File: config.mk
export PLATFORM = sky130hd
export DESIGN_NAME = refsw_ctrl
export DESIGN_NICKNAME = d
export VERILOG_FILES = /design/src/logic/refsw_pkg.sv /design/src/logic/pin_sync.sv /design/src/logic/refsw_ctrl.sv
export SDC_FILE = /design/constraint.sdc
export NUM_CORES = 1
export LEC_CHECK = 0
export CORE_MARGIN = 8
export CORE_UTILIZATION = 55
export DETAILED_ROUTE_END_ITERATION = 10
export DONT_BUFFER_PORTS = 1
export PLACE_DENSITY = 0.7
export SLEW_MARGIN = 10
export SYNTH_ARGS = -nofsm -noshare
export SYNTH_HDL_FRONTEND = slang
export SYNTH_SLANG_ARGS = --single-unit
File: constraint.sdc
create_clock -name aclk -period 21.4 [get_ports aclk]
set_input_delay 3.21 -clock aclk [delete_from_list [all_inputs] [get_ports aclk]]
set_output_delay 3.21 -clock aclk [all_outputs]
set_load 0.05 [all_outputs]
File: src/logic/refsw_pkg.sv
// shared constants and types of the reference switchover control
package refsw_pkg;
  localparam int NREF = 8;
  localparam int IDXW = 3;
  localparam int NREG = 8;
  // register byte offsets
  localparam logic [7:0] OFF_CTRL = 8'h00;
  localparam logic [7:0] OFF_PRIO = 8'h04;
  localparam logic [7:0] OFF_PSL = 8'h08;
  localparam logic [7:0] OFF_MAXDEV = 8'h0C;
  localparam logic [7:0] OFF_QL_EN = 8'h10;
  localparam logic [7:0] OFF_QL_RELAX = 8'h14;
  localparam logic [7:0] OFF_QL_FSL = 8'h18;
  localparam logic [7:0] OFF_BW = 8'h1C;
  localparam logic [7:0] OFF_STATUS = 8'h20;
  // channel_control_word fields
  localparam int MODE_LSB = 0;
  localparam int MAN_LSB = 4;
  localparam int FOL_LSB = 8;
  localparam int REV_BIT = 12;
  localparam int HS_EN_BIT = 13;
  localparam int HS_TYPE_BIT = 14;
  localparam int PSL_EN_BIT = 15;
  // other field positions
  localparam int PRIO_W = 4;
  localparam int QL_PSL_LSB = 16;
  localparam int QL_REC_LSB = 4;
  localparam int PREACQ_EN_BIT = 8;
  localparam int PREACQ_MS_LSB = 16;
  localparam int FSL_EN_BIT = 16;
  localparam int QL_BW_LSB = 8;
  // reference mode codes
  localparam logic [3:0] MODE_AUTO = 4'h0;
  localparam logic [3:0] MODE_MANUAL = 4'h1;
  localparam logic [3:0] MODE_PIN = 4'h2;
  localparam logic [3:0] MODE_FOLLOW = 4'h3;
  localparam logic [3:0] MODE_PINFOL = 4'h4;
  // reset values and writable masks, indexed by offset / 4
  localparam logic [31:0] REG_RST [NREG] = '{32'h0000_0000, 32'h7654_3210, 32'h0000_0000,
    32'h0000_FFFF, 32'h0000_0000, 32'h0000_0000, 32'h0000_0000, 32'h0000_0000};
  localparam logic [31:0] REG_WMASK [NREG] = '{32'h0000_F77F, 32'hFFFF_FFFF, 32'hFFFF_FFFF,
    32'hFFFF_FFFF, 32'h00FF_01FF, 32'h0000_0007, 32'h0001_FFFF, 32'h0000_FFFF};
  localparam logic [1:0] RESP_OKAY = 2'h0;
  localparam logic [1:0] RESP_SLVERR = 2'h2;
  // pre-acquisition time unit and clock period
  localparam int PREACQ_UNIT_NS = 1000000;
  localparam int CLK_PERIOD_NS = 10;
  typedef enum logic [2:0] {
    ST_FREERUN, ST_LOCK_ACQUISITION_STATE, ST_LOCKED, ST_HOLDOVER, ST_LOCK_RECOVERY_STATE, ST_HS_MEAS
  } chan_state_e;
  typedef enum logic [2:0] {
    AID_IDLE, AID_FSNAP, AID_PSNAP, AID_OLPULL, AID_PREACQ, AID_WIDE, AID_DONE
  } aid_e;
endpackage

File: src/logic/pin_sync.sv
// two-stage synchroniser for pin inputs
`timescale 1ns/100ps
module pin_sync #(
  parameter int W = 1
) (
  // clock and reset
  input wire logic aclk,
  input wire logic aresetn,
  // pins and synchronised levels
  input wire logic [W-1:0] pin_in,
  output logic [W-1:0] pin_sync
);
  logic [W-1:0] meta_ff;
  logic [W-1:0] sync_ff;
  always_ff @(posedge aclk) begin
    if (!aresetn) begin
      meta_ff <= '0;
      sync_ff <= '0;
    end else begin
      meta_ff <= pin_in;
      sync_ff <= meta_ff;
    end
  end
  assign pin_sync = sync_ff;
endmodule

File: src/logic/refsw_ctrl.sv
// per-channel reference selection, hitless switch and fast-lock sequencing
// Functional notes
// - manual mode follows chosen index, ignores other monitors
// - manual reference lost means holdover regardless
// - follower mode uses only follower index
// - follower pin switches to follower reference
// - revertive bit, non-revertive after reset
// - pick highest-priority valid reference, then lock
// - non-revertive switches only when current fails
// - revertive switches up, not within group
// - hitless on locked switch or holdover exit
// - hitless measure in silent temporary holdover
// - measured offset becomes detector zero point
// - holdover exit measures before closing loop
// - two selectable hitless switch variants
// - phase slope limit enable and value
// - clamp frequency deviation while locking, switching
// - four aids, each enabled, acquisition or recovery
// - one aid at a time, fixed precedence
// - frequency snap with optional slope limit
// - phase snap or open-loop pull-in
// - wide acquisition relaxes chosen limits until lock
// - pre-acquisition timed maximum bandwidth, acquisition only
// - four-bit reference mode encoding
// - free-run to acquisition, holdover to recovery
`timescale 1ns/100ps
module refsw_ctrl #(
  parameter int unsigned MS_CYCLES = refsw_pkg::PREACQ_UNIT_NS / refsw_pkg::CLK_PERIOD_NS
) (
  // clock and reset
  input wire logic aclk,
  input wire logic aresetn,
  // axi4-lite slave
  input wire logic [7:0] awaddr,
  input wire logic awvalid,
  output logic awready,
  input wire logic [31:0] wdata,
  input wire logic [3:0] wstrb,
  input wire logic wvalid,
  output logic wready,
  output logic [1:0] bresp,
  output logic bvalid,
  input wire logic bready,
  input wire logic [7:0] araddr,
  input wire logic arvalid,
  output logic arready,
  output logic [31:0] rdata,
  output logic [1:0] rresp,
  output logic rvalid,
  input wire logic rready,
  // reference monitors and pins
  input wire logic [refsw_pkg::NREF-1:0] ref_valid,
  input wire logic pin_manual_select_bit0,
  input wire logic pin_manual_select_bit1,
  input wire logic pin_manual_select_bit2,
  input wire logic pin_follower_status,
  // loop status
  input wire logic loop_locked,
  input wire logic phase_meas_done,
  input wire logic aid_done,
  // selection and state
  output logic [refsw_pkg::IDXW-1:0] selected_ref,
  output logic ref_engaged,
  output logic [2:0] chan_state,
  output logic holdover_alarm,
  output logic loop_hold,
  output logic phase_meas_start,
  output logic pd_zero_load,
  output logic hs_type2,
  // loop limits and fast-lock aids
  output logic freq_clamp_en,
  output logic [31:0] max_frequency_deviation,
  output logic psl_enable,
  output logic [15:0] psl_value,
  output logic [7:0] bandwidth_code,
  output logic bw_max,
  output logic damping_relax,
  output logic freq_snap_req,
  output logic [15:0] freq_slope_limit,
  output logic freq_slope_limit_en,
  output logic phase_snap_req,
  output logic open_loop_pull,
  output logic pre_acq,
  output logic wide_acq
);
  import refsw_pkg::*;

  logic [31:0] reg_ff [NREG];
  logic bvalid_ff;
  logic [1:0] bresp_ff;
  logic rvalid_ff;
  logic [1:0] rresp_ff;
  logic [31:0] rdata_ff;
  logic [IDXW-1:0] sel_ff;
  logic have_ref_ff;
  chan_state_e state_ff;
  chan_state_e nxt_state;
  aid_e aid_ff;
  aid_e nxt_aid;
  logic meas_start_ff;
  logic zero_load_ff;
  logic [7:0] ms_left_ff;
  logic [31:0] cyc_ff;
  logic [3:0] pins_s;
  logic [IDXW-1:0] best_idx;
  logic [PRIO_W-1:0] best_pr;
  logic best_ok;

  function automatic logic [31:0] merge(input logic [31:0] old, input logic [31:0] d,
                                        input logic [3:0] s, input logic [31:0] m);
    logic [31:0] r;
    r = old;
    for (int b = 0; b < 4; b++) begin
      if (s[b]) begin
        r[b*8 +: 8] = d[b*8 +: 8];
      end
    end
    return r & m;
  endfunction

  function automatic aid_e next_aid(input aid_e cur, input logic [4:0] ok);
    if (cur < AID_FSNAP && ok[0]) return AID_FSNAP;
    if (cur < AID_PSNAP && ok[1]) return AID_PSNAP;
    if (cur < AID_OLPULL && ok[2]) return AID_OLPULL;
    if (cur < AID_PREACQ && ok[3]) return AID_PREACQ;
    if (cur < AID_WIDE && ok[4]) return AID_WIDE;
    return AID_DONE;
  endfunction

  pin_sync #(.W(4)) u_pin_sync (
    .aclk(aclk),
    .aresetn(aresetn),
    .pin_in({pin_follower_status, pin_manual_select_bit2, pin_manual_select_bit1, pin_manual_select_bit0}),
    .pin_sync(pins_s)
  );

  // bus decode
  wire wr_go = awvalid && wvalid && !bvalid_ff;
  wire rd_go = arvalid && !rvalid_ff;
  wire wr_map = awaddr[7:5] == 3'h0 && awaddr[1:0] == 2'h0;
  wire wr_stat = awaddr == OFF_STATUS;
  wire rd_map = araddr[7:5] == 3'h0 && araddr[1:0] == 2'h0;
  wire rd_stat = araddr == OFF_STATUS;
  assign awready = wr_go;
  assign wready = wr_go;
  assign arready = rd_go;

  // register fields
  wire [31:0] ctrl = reg_ff[OFF_CTRL[4:2]];
  wire [31:0] prio = reg_ff[OFF_PRIO[4:2]];
  wire [31:0] pslr = reg_ff[OFF_PSL[4:2]];
  wire [31:0] qlen = reg_ff[OFF_QL_EN[4:2]];
  wire [31:0] relax = reg_ff[OFF_QL_RELAX[4:2]];
  wire [31:0] fslr = reg_ff[OFF_QL_FSL[4:2]];
  wire [31:0] bwr = reg_ff[OFF_BW[4:2]];
  wire [3:0] mode = ctrl[MODE_LSB +: 4];
  wire [IDXW-1:0] man_idx = ctrl[MAN_LSB +: IDXW];
  wire [IDXW-1:0] fol_idx = ctrl[FOL_LSB +: IDXW];
  wire rev = ctrl[REV_BIT];
  wire hs_en = ctrl[HS_EN_BIT];
  wire [IDXW-1:0] pin_idx = pins_s[2:0];
  wire follow_pin = pins_s[3];

  wire fol_now = mode == MODE_FOLLOW || (mode == MODE_PINFOL && follow_pin);
  wire fixed_mode = mode == MODE_MANUAL || mode == MODE_PIN || fol_now;
  wire [IDXW-1:0] fixed_idx = fol_now ? fol_idx : (mode == MODE_PIN ? pin_idx : man_idx);

  // highest priority valid reference, lowest value wins
  always_comb begin
    best_idx = '0;
    best_pr = '0;
    best_ok = 1'b0;
    for (int i = 0; i < NREF; i++) begin
      if (ref_valid[i] && (!best_ok || prio[i*PRIO_W +: PRIO_W] < best_pr)) begin
        best_ok = 1'b1;
        best_idx = IDXW'(i);
        best_pr = prio[i*PRIO_W +: PRIO_W];
      end
    end
  end

  wire [PRIO_W-1:0] cur_pr = prio[{sel_ff, 2'b00} +: PRIO_W];
  wire cur_ok = have_ref_ff && ref_valid[sel_ff];
  // switch on loss, or upward when revertive outside the group
  wire prio_switch = best_ok && (!cur_ok || (rev && best_pr < cur_pr));
  // fixed reference invalid leaves no target
  wire tgt_ok = fixed_mode ? ref_valid[fixed_idx] : (cur_ok || best_ok);
  wire [IDXW-1:0] tgt_idx = fixed_mode ? fixed_idx : (prio_switch ? best_idx : sel_ff);
  wire switching = have_ref_ff && tgt_ok && tgt_idx != sel_ff;
  wire in_acqrec = state_ff == ST_LOCK_ACQUISITION_STATE || state_ff == ST_LOCK_RECOVERY_STATE;

  // channel state machine
  always_comb begin
    nxt_state = state_ff;
    case (state_ff)
      ST_FREERUN: if (tgt_ok) nxt_state = ST_LOCK_ACQUISITION_STATE;
      ST_LOCK_ACQUISITION_STATE: begin
        if (!tgt_ok) nxt_state = ST_FREERUN;
        else if (loop_locked && !switching) nxt_state = ST_LOCKED;
      end
      ST_LOCK_RECOVERY_STATE: begin
        if (!tgt_ok) nxt_state = ST_HOLDOVER;
        else if (loop_locked && !switching) nxt_state = ST_LOCKED;
      end
      ST_LOCKED: begin
        if (!tgt_ok) nxt_state = ST_HOLDOVER;
        // hitless on a change while locked
        else if (switching) nxt_state = hs_en ? ST_HS_MEAS : ST_LOCK_RECOVERY_STATE;
      end
      ST_HOLDOVER: begin
        if (tgt_ok) nxt_state = hs_en ? ST_HS_MEAS : ST_LOCK_RECOVERY_STATE;
      end
      ST_HS_MEAS: begin
        if (!tgt_ok) nxt_state = ST_HOLDOVER;
        else if (phase_meas_done && !switching) nxt_state = ST_LOCK_RECOVERY_STATE;
      end
      default: nxt_state = ST_FREERUN;
    endcase
  end

  // aids fitting the state being entered
  wire is_rec = nxt_state == ST_LOCK_RECOVERY_STATE;
  wire [3:0] ql_fit = qlen[3:0] & (is_rec ? qlen[QL_REC_LSB +: 4] : ~qlen[QL_REC_LSB +: 4]);
  wire [4:0] aid_ok = {ql_fit[3], qlen[PREACQ_EN_BIT] && !is_rec, ql_fit[2] && !ql_fit[1], ql_fit[1], ql_fit[0]};
  wire acqrec_nxt = nxt_state == ST_LOCK_ACQUISITION_STATE || nxt_state == ST_LOCK_RECOVERY_STATE;
  wire entering = acqrec_nxt && (!in_acqrec || switching);
  wire snap_step = aid_ff == AID_FSNAP || aid_ff == AID_PSNAP || aid_ff == AID_OLPULL;
  wire step_done = (snap_step && aid_done) || (aid_ff == AID_PREACQ && ms_left_ff == 8'h00);

  // one aid at a time in precedence order
  always_comb begin
    nxt_aid = aid_ff;
    if (!acqrec_nxt) nxt_aid = AID_IDLE;
    else if (entering) nxt_aid = next_aid(AID_IDLE, aid_ok);
    else if (step_done) nxt_aid = next_aid(aid_ff, aid_ok);
  end

  // registers and bus responses
  always_ff @(posedge aclk) begin
    if (!aresetn) begin
      for (int r = 0; r < NREG; r++) begin
        reg_ff[r] <= REG_RST[r];
      end
      bvalid_ff <= 1'b0;
      bresp_ff <= RESP_OKAY;
    end else begin
      if (wr_go && wr_map) begin
        reg_ff[awaddr[4:2]] <= merge(reg_ff[awaddr[4:2]], wdata, wstrb, REG_WMASK[awaddr[4:2]]);
      end
      if (wr_go) begin
        bvalid_ff <= 1'b1;
        bresp_ff <= (wr_map || wr_stat) ? RESP_OKAY : RESP_SLVERR;
      end else if (bready) begin
        bvalid_ff <= 1'b0;
      end
    end
  end

  wire [31:0] status = {13'h0000, aid_ff, ref_valid, 1'b0, have_ref_ff, sel_ff, state_ff};

  always_ff @(posedge aclk) begin
    if (!aresetn) begin
      rvalid_ff <= 1'b0;
      rresp_ff <= RESP_OKAY;
      rdata_ff <= 32'h0000_0000;
    end else if (rd_go) begin
      rvalid_ff <= 1'b1;
      rresp_ff <= (rd_map || rd_stat) ? RESP_OKAY : RESP_SLVERR;
      rdata_ff <= rd_stat ? status : (rd_map ? reg_ff[araddr[4:2]] : 32'h0000_0000);
    end else if (rready) begin
      rvalid_ff <= 1'b0;
    end
  end

  // selection follows sampled validity on the next edge
  always_ff @(posedge aclk) begin
    if (!aresetn) begin
      sel_ff <= '0;
      have_ref_ff <= 1'b0;
      state_ff <= ST_FREERUN;
      aid_ff <= AID_IDLE;
      meas_start_ff <= 1'b0;
      zero_load_ff <= 1'b0;
    end else begin
      if (tgt_ok) begin
        sel_ff <= tgt_idx;
      end
      have_ref_ff <= tgt_ok;
      state_ff <= nxt_state;
      aid_ff <= nxt_aid;
      // start phase measurement on entry or reference change
      meas_start_ff <= nxt_state == ST_HS_MEAS && (state_ff != ST_HS_MEAS || switching);
      // load measured offset as detector zero
      zero_load_ff <= state_ff == ST_HS_MEAS && tgt_ok && phase_meas_done && !switching;
    end
  end

  always_ff @(posedge aclk) begin
    if (!aresetn) begin
      ms_left_ff <= 8'h00;
      cyc_ff <= 32'h0000_0000;
    end else if (nxt_aid == AID_PREACQ && aid_ff != AID_PREACQ) begin
      ms_left_ff <= qlen[PREACQ_MS_LSB +: 8];
      cyc_ff <= 32'(MS_CYCLES - 1);
    end else if (aid_ff == AID_PREACQ && ms_left_ff != 8'h00) begin
      if (cyc_ff == 32'h0000_0000) begin
        cyc_ff <= 32'(MS_CYCLES - 1);
        ms_left_ff <= ms_left_ff - 8'h01;
      end else begin
        cyc_ff <= cyc_ff - 32'h0000_0001;
      end
    end
  end

  assign bvalid = bvalid_ff;
  assign bresp = bresp_ff;
  assign rvalid = rvalid_ff;
  assign rresp = rresp_ff;
  assign rdata = rdata_ff;
  assign selected_ref = sel_ff;
  assign ref_engaged = have_ref_ff;
  assign chan_state = state_ff;
  assign holdover_alarm = state_ff == ST_HOLDOVER;
  assign loop_hold = state_ff == ST_HOLDOVER || state_ff == ST_HS_MEAS;
  assign phase_meas_start = meas_start_ff;
  assign pd_zero_load = zero_load_ff;
  assign hs_type2 = ctrl[HS_TYPE_BIT];
  // deviation clamp while locking, holding or switching
  assign freq_clamp_en = state_ff != ST_FREERUN && state_ff != ST_LOCKED;
  assign max_frequency_deviation = reg_ff[OFF_MAXDEV[4:2]];
  assign freq_snap_req = aid_ff == AID_FSNAP;
  assign freq_slope_limit = fslr[15:0];
  assign freq_slope_limit_en = fslr[FSL_EN_BIT] && freq_snap_req;
  assign phase_snap_req = aid_ff == AID_PSNAP;
  assign open_loop_pull = aid_ff == AID_OLPULL;
  // relaxed limits during wide and pre-acquisition
  assign pre_acq = aid_ff == AID_PREACQ;
  assign wide_acq = aid_ff == AID_WIDE;
  assign bw_max = pre_acq;
  wire tmp_psl = pre_acq || (wide_acq && relax[1]);
  assign bandwidth_code = (wide_acq && relax[0]) ? bwr[QL_BW_LSB +: 8] : bwr[7:0];
  assign damping_relax = wide_acq && relax[2];
  // slope limit, temporary value while relaxed
  assign psl_enable = ctrl[PSL_EN_BIT] || tmp_psl;
  assign psl_value = tmp_psl ? pslr[QL_PSL_LSB +: 16] : pslr[15:0];
endmodule

### After elaboration in Yosys (flattened, before gate mapping)

Memories as Yosys holds them, arrays and structs flattened.
Cells that the tools add are included.

| cells by class | value |
|---|---|
| muxes and demuxes | 164 |
| $lt $le $gt $ge | 16 |
| equal/unequal tests | 24 |
| reduce and logical (&&, ||, !) cells | 96 |
| shifts and indexed selects | 1 |
| add/sub/neg operators | 2 |
| bitwise gates (word level) | 5 |

Operators with widths:

| cell | count |
|---|---|
| 32-bit 2-to-1 mux | 6 |
| 3-bit 2-to-1 mux | 46 |
| 8-bit 2-to-1 mux | 16 |
| 1-bit 2-to-1 mux | 77 |
| 1-bit logical AND | 42 |
| 4-bit 2-to-1 mux | 9 |
| 17-bit 2-to-1 mux | 2 |
| 32-bit bitwise AND | 1 |
| 32-bit zero test | 1 |
| 4-bit < comparator | 8 |
| 32-bit OR reduction | 1 |
| 32-bit by 6-bit indexed part select with 4-bit output | 1 |
| 32-bit by 1-bit subtractor with 32-bit output (second input constant) | 1 |
| 1-bit logical OR | 24 |
| 3-bit == test (second input constant) | 7 |
| 3-bit one-hot mux with 6 select lines | 1 |
| 8-bit by 6-bit == test with 1-bit output (second input constant) | 2 |
| 16-bit 2-to-1 mux | 1 |
| 1-bit zero test | 14 |
| 3-bit by 2-bit == test with 1-bit output (second input constant) | 4 |
| 3-bit by 1-bit == test with 1-bit output (second input constant) | 3 |
| 3-bit zero test | 3 |
| 4-bit by 2-bit == test with 1-bit output (second input constant) | 2 |
| 8-bit zero test | 1 |
| other kinds (23) | 35 |

| word-level totals | value |
|---|---|
| RAM bits | 256 |
| bits in read-only memories | 256 |
| memories | 2 |
| register bits after elaboration | 98 |
| output and inout bits | 135 |
| input port bits | 74 |

Memories:

| memory | depth | bits a word | read ports | clocked after memory_dff | wr ports | line | text |
|---|---|---|---|---|---|---|---|
| (name not given) | 8 | 32 | 1 | 0 | 0 | refsw_ctrl.sv:248 | `reg_ff[awaddr[4:2]] <= merge(reg_ff[awaddr[4:2]], wdata, wstrb, REG_WMASK[awaddr[4:2]]);` |
| reg_ff | 8 | 32 | 10 | 0 | 8 | refsw_ctrl.sv:88 | `logic [31:0] reg_ff [NREG];` |

### Longest topological paths before layout

An unclocked memory read counts as a cell.

| depth | value |
|---|---|
| depth after elaboration | 85 |
| gate-level depth with buffers | 71 |

### Hierarchy

From an unflattened synthesis, not the netlist that was laid out.

| unflattened totals | value |
|---|---|
| cell total of the unflattened synthesis | 1736 |
| area total of the unflattened synthesis | 19668.9 um^2 |

Modules (own cells, without submodules):

| module | times used | cells an instance | area each (um^2) |
|---|---|---|---|
| refsw_ctrl | 1 | 1720 | 19458.7 |
| pin_sync | 1 | 16 | 210.2 |

### Worst setup path after synthesis

No wires, ideal clock.

| timing | value |
|---|---|
| path kind | input-to-reg |
| from | in ref_valid[0] (netlist name) |
| to | reg cyc_ff[10] |
| arrival | 16.440 ns |
| library setup time | 0.120 ns |
| slack | 4.841 ns |
| stages on the path | 66 |
| data required time | 21.280 ns |
| cell sequence | buf_2 nand2_1 ha_1 a21oi_1 o21ai_0 a21boi_0 o21ai_0 inv_1 ha_1 and2b_1 a32o_1 a21oi_1 mux2i_1 ha_1 nand3_1 nor3_1 o21ai_0 nand2_1 (+30 left out) nand3_1 nor3b_1 o21ai_0 nor2_1 or3_1 a31oi_2 nand4b_1 a32oi_1 a211oi_4 o21a_1 buf_2 a211o_1 a32o_1 a221o_1 o311ai_4 nor2_2 buf_6 o31a_1 |

| on the way | value |
|---|---|
| cells in the longest elaborated chain, start to end | 65 |
| elaborated cells on any way between the ends | 177 |

Ends and longest elaborated chain:

| what | line | text |
|---|---|---|
| from (decl) | refsw_ctrl.sv:52 | `input wire logic [refsw_pkg::NREF-1:0] ref_valid,` |
| 4-bit 2-to-1 mux / 1-bit 2-to-1 mux (equally long branches) | refsw_ctrl.sv:174 | `if (ref_valid[i] && (!best_ok \|\| prio[i*PRIO_W +: PRIO_W] < best_pr)) begin` |
| 4-bit < comparator / 1-bit zero test (equally long branches) | refsw_ctrl.sv:174 |  |
| 1-bit logical OR | refsw_ctrl.sv:174 |  |
| 1-bit logical AND | refsw_ctrl.sv:174 |  |
| 4-bit 2-to-1 mux / 1-bit 2-to-1 mux (equally long branches) | refsw_ctrl.sv:174 |  |
| 4-bit < comparator / 1-bit zero test (equally long branches) | refsw_ctrl.sv:174 |  |
| 1-bit logical OR | refsw_ctrl.sv:174 |  |
| 1-bit logical AND | refsw_ctrl.sv:174 |  |
| (+49 left out) | n/a |  |
| 3-bit 2-to-1 mux | refsw_ctrl.sv:124 | `if (cur < AID_OLPULL && ok[2]) return AID_OLPULL;` |
| 3-bit 2-to-1 mux | refsw_ctrl.sv:123 | `if (cur < AID_PSNAP && ok[1]) return AID_PSNAP;` |
| 3-bit 2-to-1 mux | refsw_ctrl.sv:235 | `else if (step_done) nxt_aid = next_aid(aid_ff, aid_ok);` |
| 3-bit 2-to-1 mux | refsw_ctrl.sv:234 | `else if (entering) nxt_aid = next_aid(AID_IDLE, aid_ok);` |
| 3-bit 2-to-1 mux * | refsw_ctrl.sv:233 | `if (!acqrec_nxt) nxt_aid = AID_IDLE;` |
| 3-bit == test * | refsw_ctrl.sv:302 | `end else if (nxt_aid == AID_PREACQ && aid_ff != AID_PREACQ) begin` |
| 1-bit logical AND * | refsw_ctrl.sv:302 |  |
| 17-bit 2-to-1 mux / 2-bit nonzero test (equally long branches) | n/a |  |
| to (signal assigned) | refsw_ctrl.sv:304 | `cyc_ff <= 32'(MS_CYCLES - 1);` |
| to (signal assigned) | refsw_ctrl.sv:307 | `cyc_ff <= 32'(MS_CYCLES - 1);` |
| to (signal assigned) | refsw_ctrl.sv:310 | `cyc_ff <= cyc_ff - 32'h0000_0001;` |
| to (decl) | refsw_ctrl.sv:103 | `logic [31:0] cyc_ff;` |

Every way passes the cells marked *; elsewhere a longest branch is shown, timed or not. The select of a mux whose other input is x is not followed.
A chain may end at the register's enable or synchronous reset.

### Worst setup path in the final report

| timing | value |
|---|---|
| from | in ref_valid[0] (netlist name) |
| to | reg cyc_ff[15] |

Same word-level chain as after synthesis.

==> flow_metrics.env <==
export IMPL_cts_buffer_depth=3
export IMPL_root_buffer="clkbuf_16"
export IMPL_skew_ns=0.0219
export IMPL_min_path_type="register to register"
export IMPL_gp_congestion=0.891
export IMPL_post_place_ws_ns=2.45
export IMPL_async_flop_share_pct=0
export IMPL_max_slew_worst_pin_slew_ns=1.13
export IMPL_synth_most_common_cell="nor2_1"
export IMPL_die_width_um=204
export IMPL_critPathMaxFanout=16
export IMPL_yosysTopAreaCell="edfxtp_1"
export IMPL_hold_violations=0
export IMPL_core_mm2=0.0352
export IMPL_io_buffers=0
export IMPL_cp_slowest_stage_delay_ns=0.52
export IMPL_boundaryPins=209
export IMPL_area_delta_synth_final_pct=9.13
export IMPL_max_freq_mhz=53.7
export IMPL_cp_slowest_cell="a2111oi_0"
export IMPL_worstSkewPairLatency_ns=0.57
export IMPL_start_kind="input pin"
export IMPL_cts_tree="built"
export IMPL_min_period_over_period_pct=87.0
export IMPL_cts_htree_levels=2
export IMPL_cp_end_kind="register"
export IMPL_outcome="finished, final reports clean"
export IMPL_p_leak_nw=7.58
export IMPL_clkTransAtPathRegs_ns=0.06
export IMPL_dr_pass1_iters=5
export IMPL_setup_worst_path_class="input pin to register"
export IMPL_syn_inst=1752
export IMPL_setup_tns_ns=0
export IMPL_setup_viol=0
export IMPL_power_density_mw_per_mm2=97.5
export IMPL_syn_avg_cell_area_um2=11.1
export IMPL_vias_per_cell=6.55
export IMPL_layout_nets=1877
export IMPL_dp_final_hpwl_mm=43.6
export IMPL_grt_max_degree=82
export IMPL_grt_remaining_overflow=0
export IMPL_rows=69
export IMPL_grt_usage_pct=29.1
export IMPL_critPathRequiredTime_ns=21.84
export IMPL_rsz0062_at_grt="false"
export IMPL_vias=14865
export IMPL_grt_pass1_wl_mm=90.9
export IMPL_irDropWorstVdd_uv=92.5
export IMPL_max_slew_margin_pct=24.5
export IMPL_cts_sinks=352
export IMPL_cap_violations=0
export IMPL_fin_util_pct=60.3
export IMPL_cts_hold_fix_buffers=0
export IMPL_ys_flop_type="edfxtp_1"
export IMPL_worst_ep_arrival_time_ns=19.06
export IMPL_numCtsBuffers=39
export IMPL_drive_above_1_share_pct=14.6
export IMPL_die_y_um=204
export IMPL_netlist_area_mm2=0.0195
export IMPL_yosys_register_bits=352
export IMPL_holdWs_ns=0.435
export IMPL_ff_latch_area_mm2=0.00961
export IMPL_drt_initial_drc_count=1539
export IMPL_netlist_top_cells_area="edfxtp_1 (40%), mux4_2 (11%), dfxtp_1 (9.9%), nor2_1 (5.4%), mux2_2 (2.9%)"
export IMPL_synth_common_cells="nor2_1 (281), edfxtp_1 (256), nand2_1 (122)"
export IMPL_synth_edff_count=256
export IMPL_yosys_warnings=0
export IMPL_yosysSeqAreaShare_pct=49.4
export IMPL_setup_ws_ns=2.78
export IMPL_grt_pass1_vias=14278
export IMPL_period_needed_ns=18.62
export IMPL_post_cts_buffers=0
export IMPL_cts_repair_resized=0
export IMPL_synth_cell_type_count=83
export IMPL_wl_per_cell_um=27.3
export IMPL_multi_input_area_mm2=0.00952
export IMPL_drcViolationCount=0
export IMPL_drtAntennaViolNets=0
export IMPL_routed_wl_mm=62.0
export IMPL_cpMostUsedCell="ha_1"
export IMPL_synth_top_area_share_pct=39.5
export IMPL_die_area_mm2=0.0416
export IMPL_fillers=2878
export IMPL_initial_core_util_pct=55.2
export IMPL_antenna_found_initial=2
export IMPL_drv_slew=0
-- critical path, delay by kind of cell --
kind            cells  cell delay (ns)
compound gates     33             9.37
simple gates       14             2.66
fa+ha+maj           8             2.34
mux                 4             1.27
buf+inv             2             0.16
-- logic make-up (layout without fill, tap and decap cells) --
logic type	Yosys count	after routing	share of synthesized area, %
buffers and inverters	164	127	3.64
multiplexers	193	193	16.4
flip-flops	352	352	49.4
AO/OA/AOI/OAI	341	341	12.1
AND/OR/NAND/NOR	640	640	15.2
adder cells (fa/ha/maj)	26	26	1.66
other	1	96	0.0193
XOR/XNOR	35	35	1.58
-- sequential cells by signal, summed over array words and instances, names as in the netlist --
register	flops
reg_ff	256
pd_zero_load	1
selected_ref	3
bresp	1
aid_ff	3
u_pin_sync.pin_sync	4
cyc_ff	32
rresp	1
ref_engaged	1
ms_left_ff	8
u_pin_sync.meta_ff	4
rdata	32
phase_meas_start	1
bvalid	1
rvalid	1
chan_state	3
-- through the flow --
stage | power [mW] | instances | cell area [um2]
floorplan | 1.30 | 1846 | 19800
global placement | 1.41 | 2198 | 20000
detailed placement | 1.42 | 2198 | 20000
CTS | 2.07 | 2270 | 21200
global route | 2.16 | 2270 | 21200
finish | 2.07 | 2271 | 21200
-- placed cells by master, fill, tap and decap left out, drive strengths merged, types with 10 or more instances in the layout --
master,count
or2,13
ha,25
inv,39
dfxtp,96
nor2,282
a211oi,28
nand3,21
and2,19
o21ai,73
edfxtp,256
conb,95
clkinv,11
clkbuf,53
xnor2,17
o221ai,12
o21a,27
buf,19
xor2,18
a22oi,17
nor2b,33
nor3,57
nor4,11
a21oi,86
mux4,96
o31a,12
mux2i,47
o211ai,10
mux2,50
or3,22
nor3b,11
nand2b,13
and3,10
nand2,123
-- metal layers --
layer / global-route usage (%) / share of wire [%]
met1: 38.5 / 38
met2: 45.4 / 46
met3: 8.23 / 12
met4: 10.5 / 3.7
met5: 0 / 0.044
-- power breakdown --
part           switching (mW)  total [mW]  internal, mW  leakage, nW
Sequential             0.0831       0.867         0.784         3.29
Combinational           0.338       0.544         0.206         3.69
Clock                   0.288       0.660         0.372        0.605
-- cell type report --
cell class,instances,area share [%]
clock buffers,53,5.10
diodes,1,0.0118
flip-flops and latches,352,45.3
inverters,36,0.636
multi-input cells,1330,44.8
well taps,461,2.72
repair buffers,19,0.672
clock inverters,19,0.766
-- path summary, 6_finish.rpt --
kind	startpoint	endpoint	slack [ns]	depth (start not counted)
hold reg to reg	u_pin_sync.meta_ff[2]	u_pin_sync.pin_sync[2]	0.43	1
hold / removal	u_pin_sync.meta_ff[2]	u_pin_sync.pin_sync[2]	0.43	1
setup reg to reg	reg_ff[1][7]	cyc_ff[15]	4.87	60
setup / recovery	ref_valid[0]	cyc_ff[15]	2.78	61
Power figures use the tool's default switching activity.
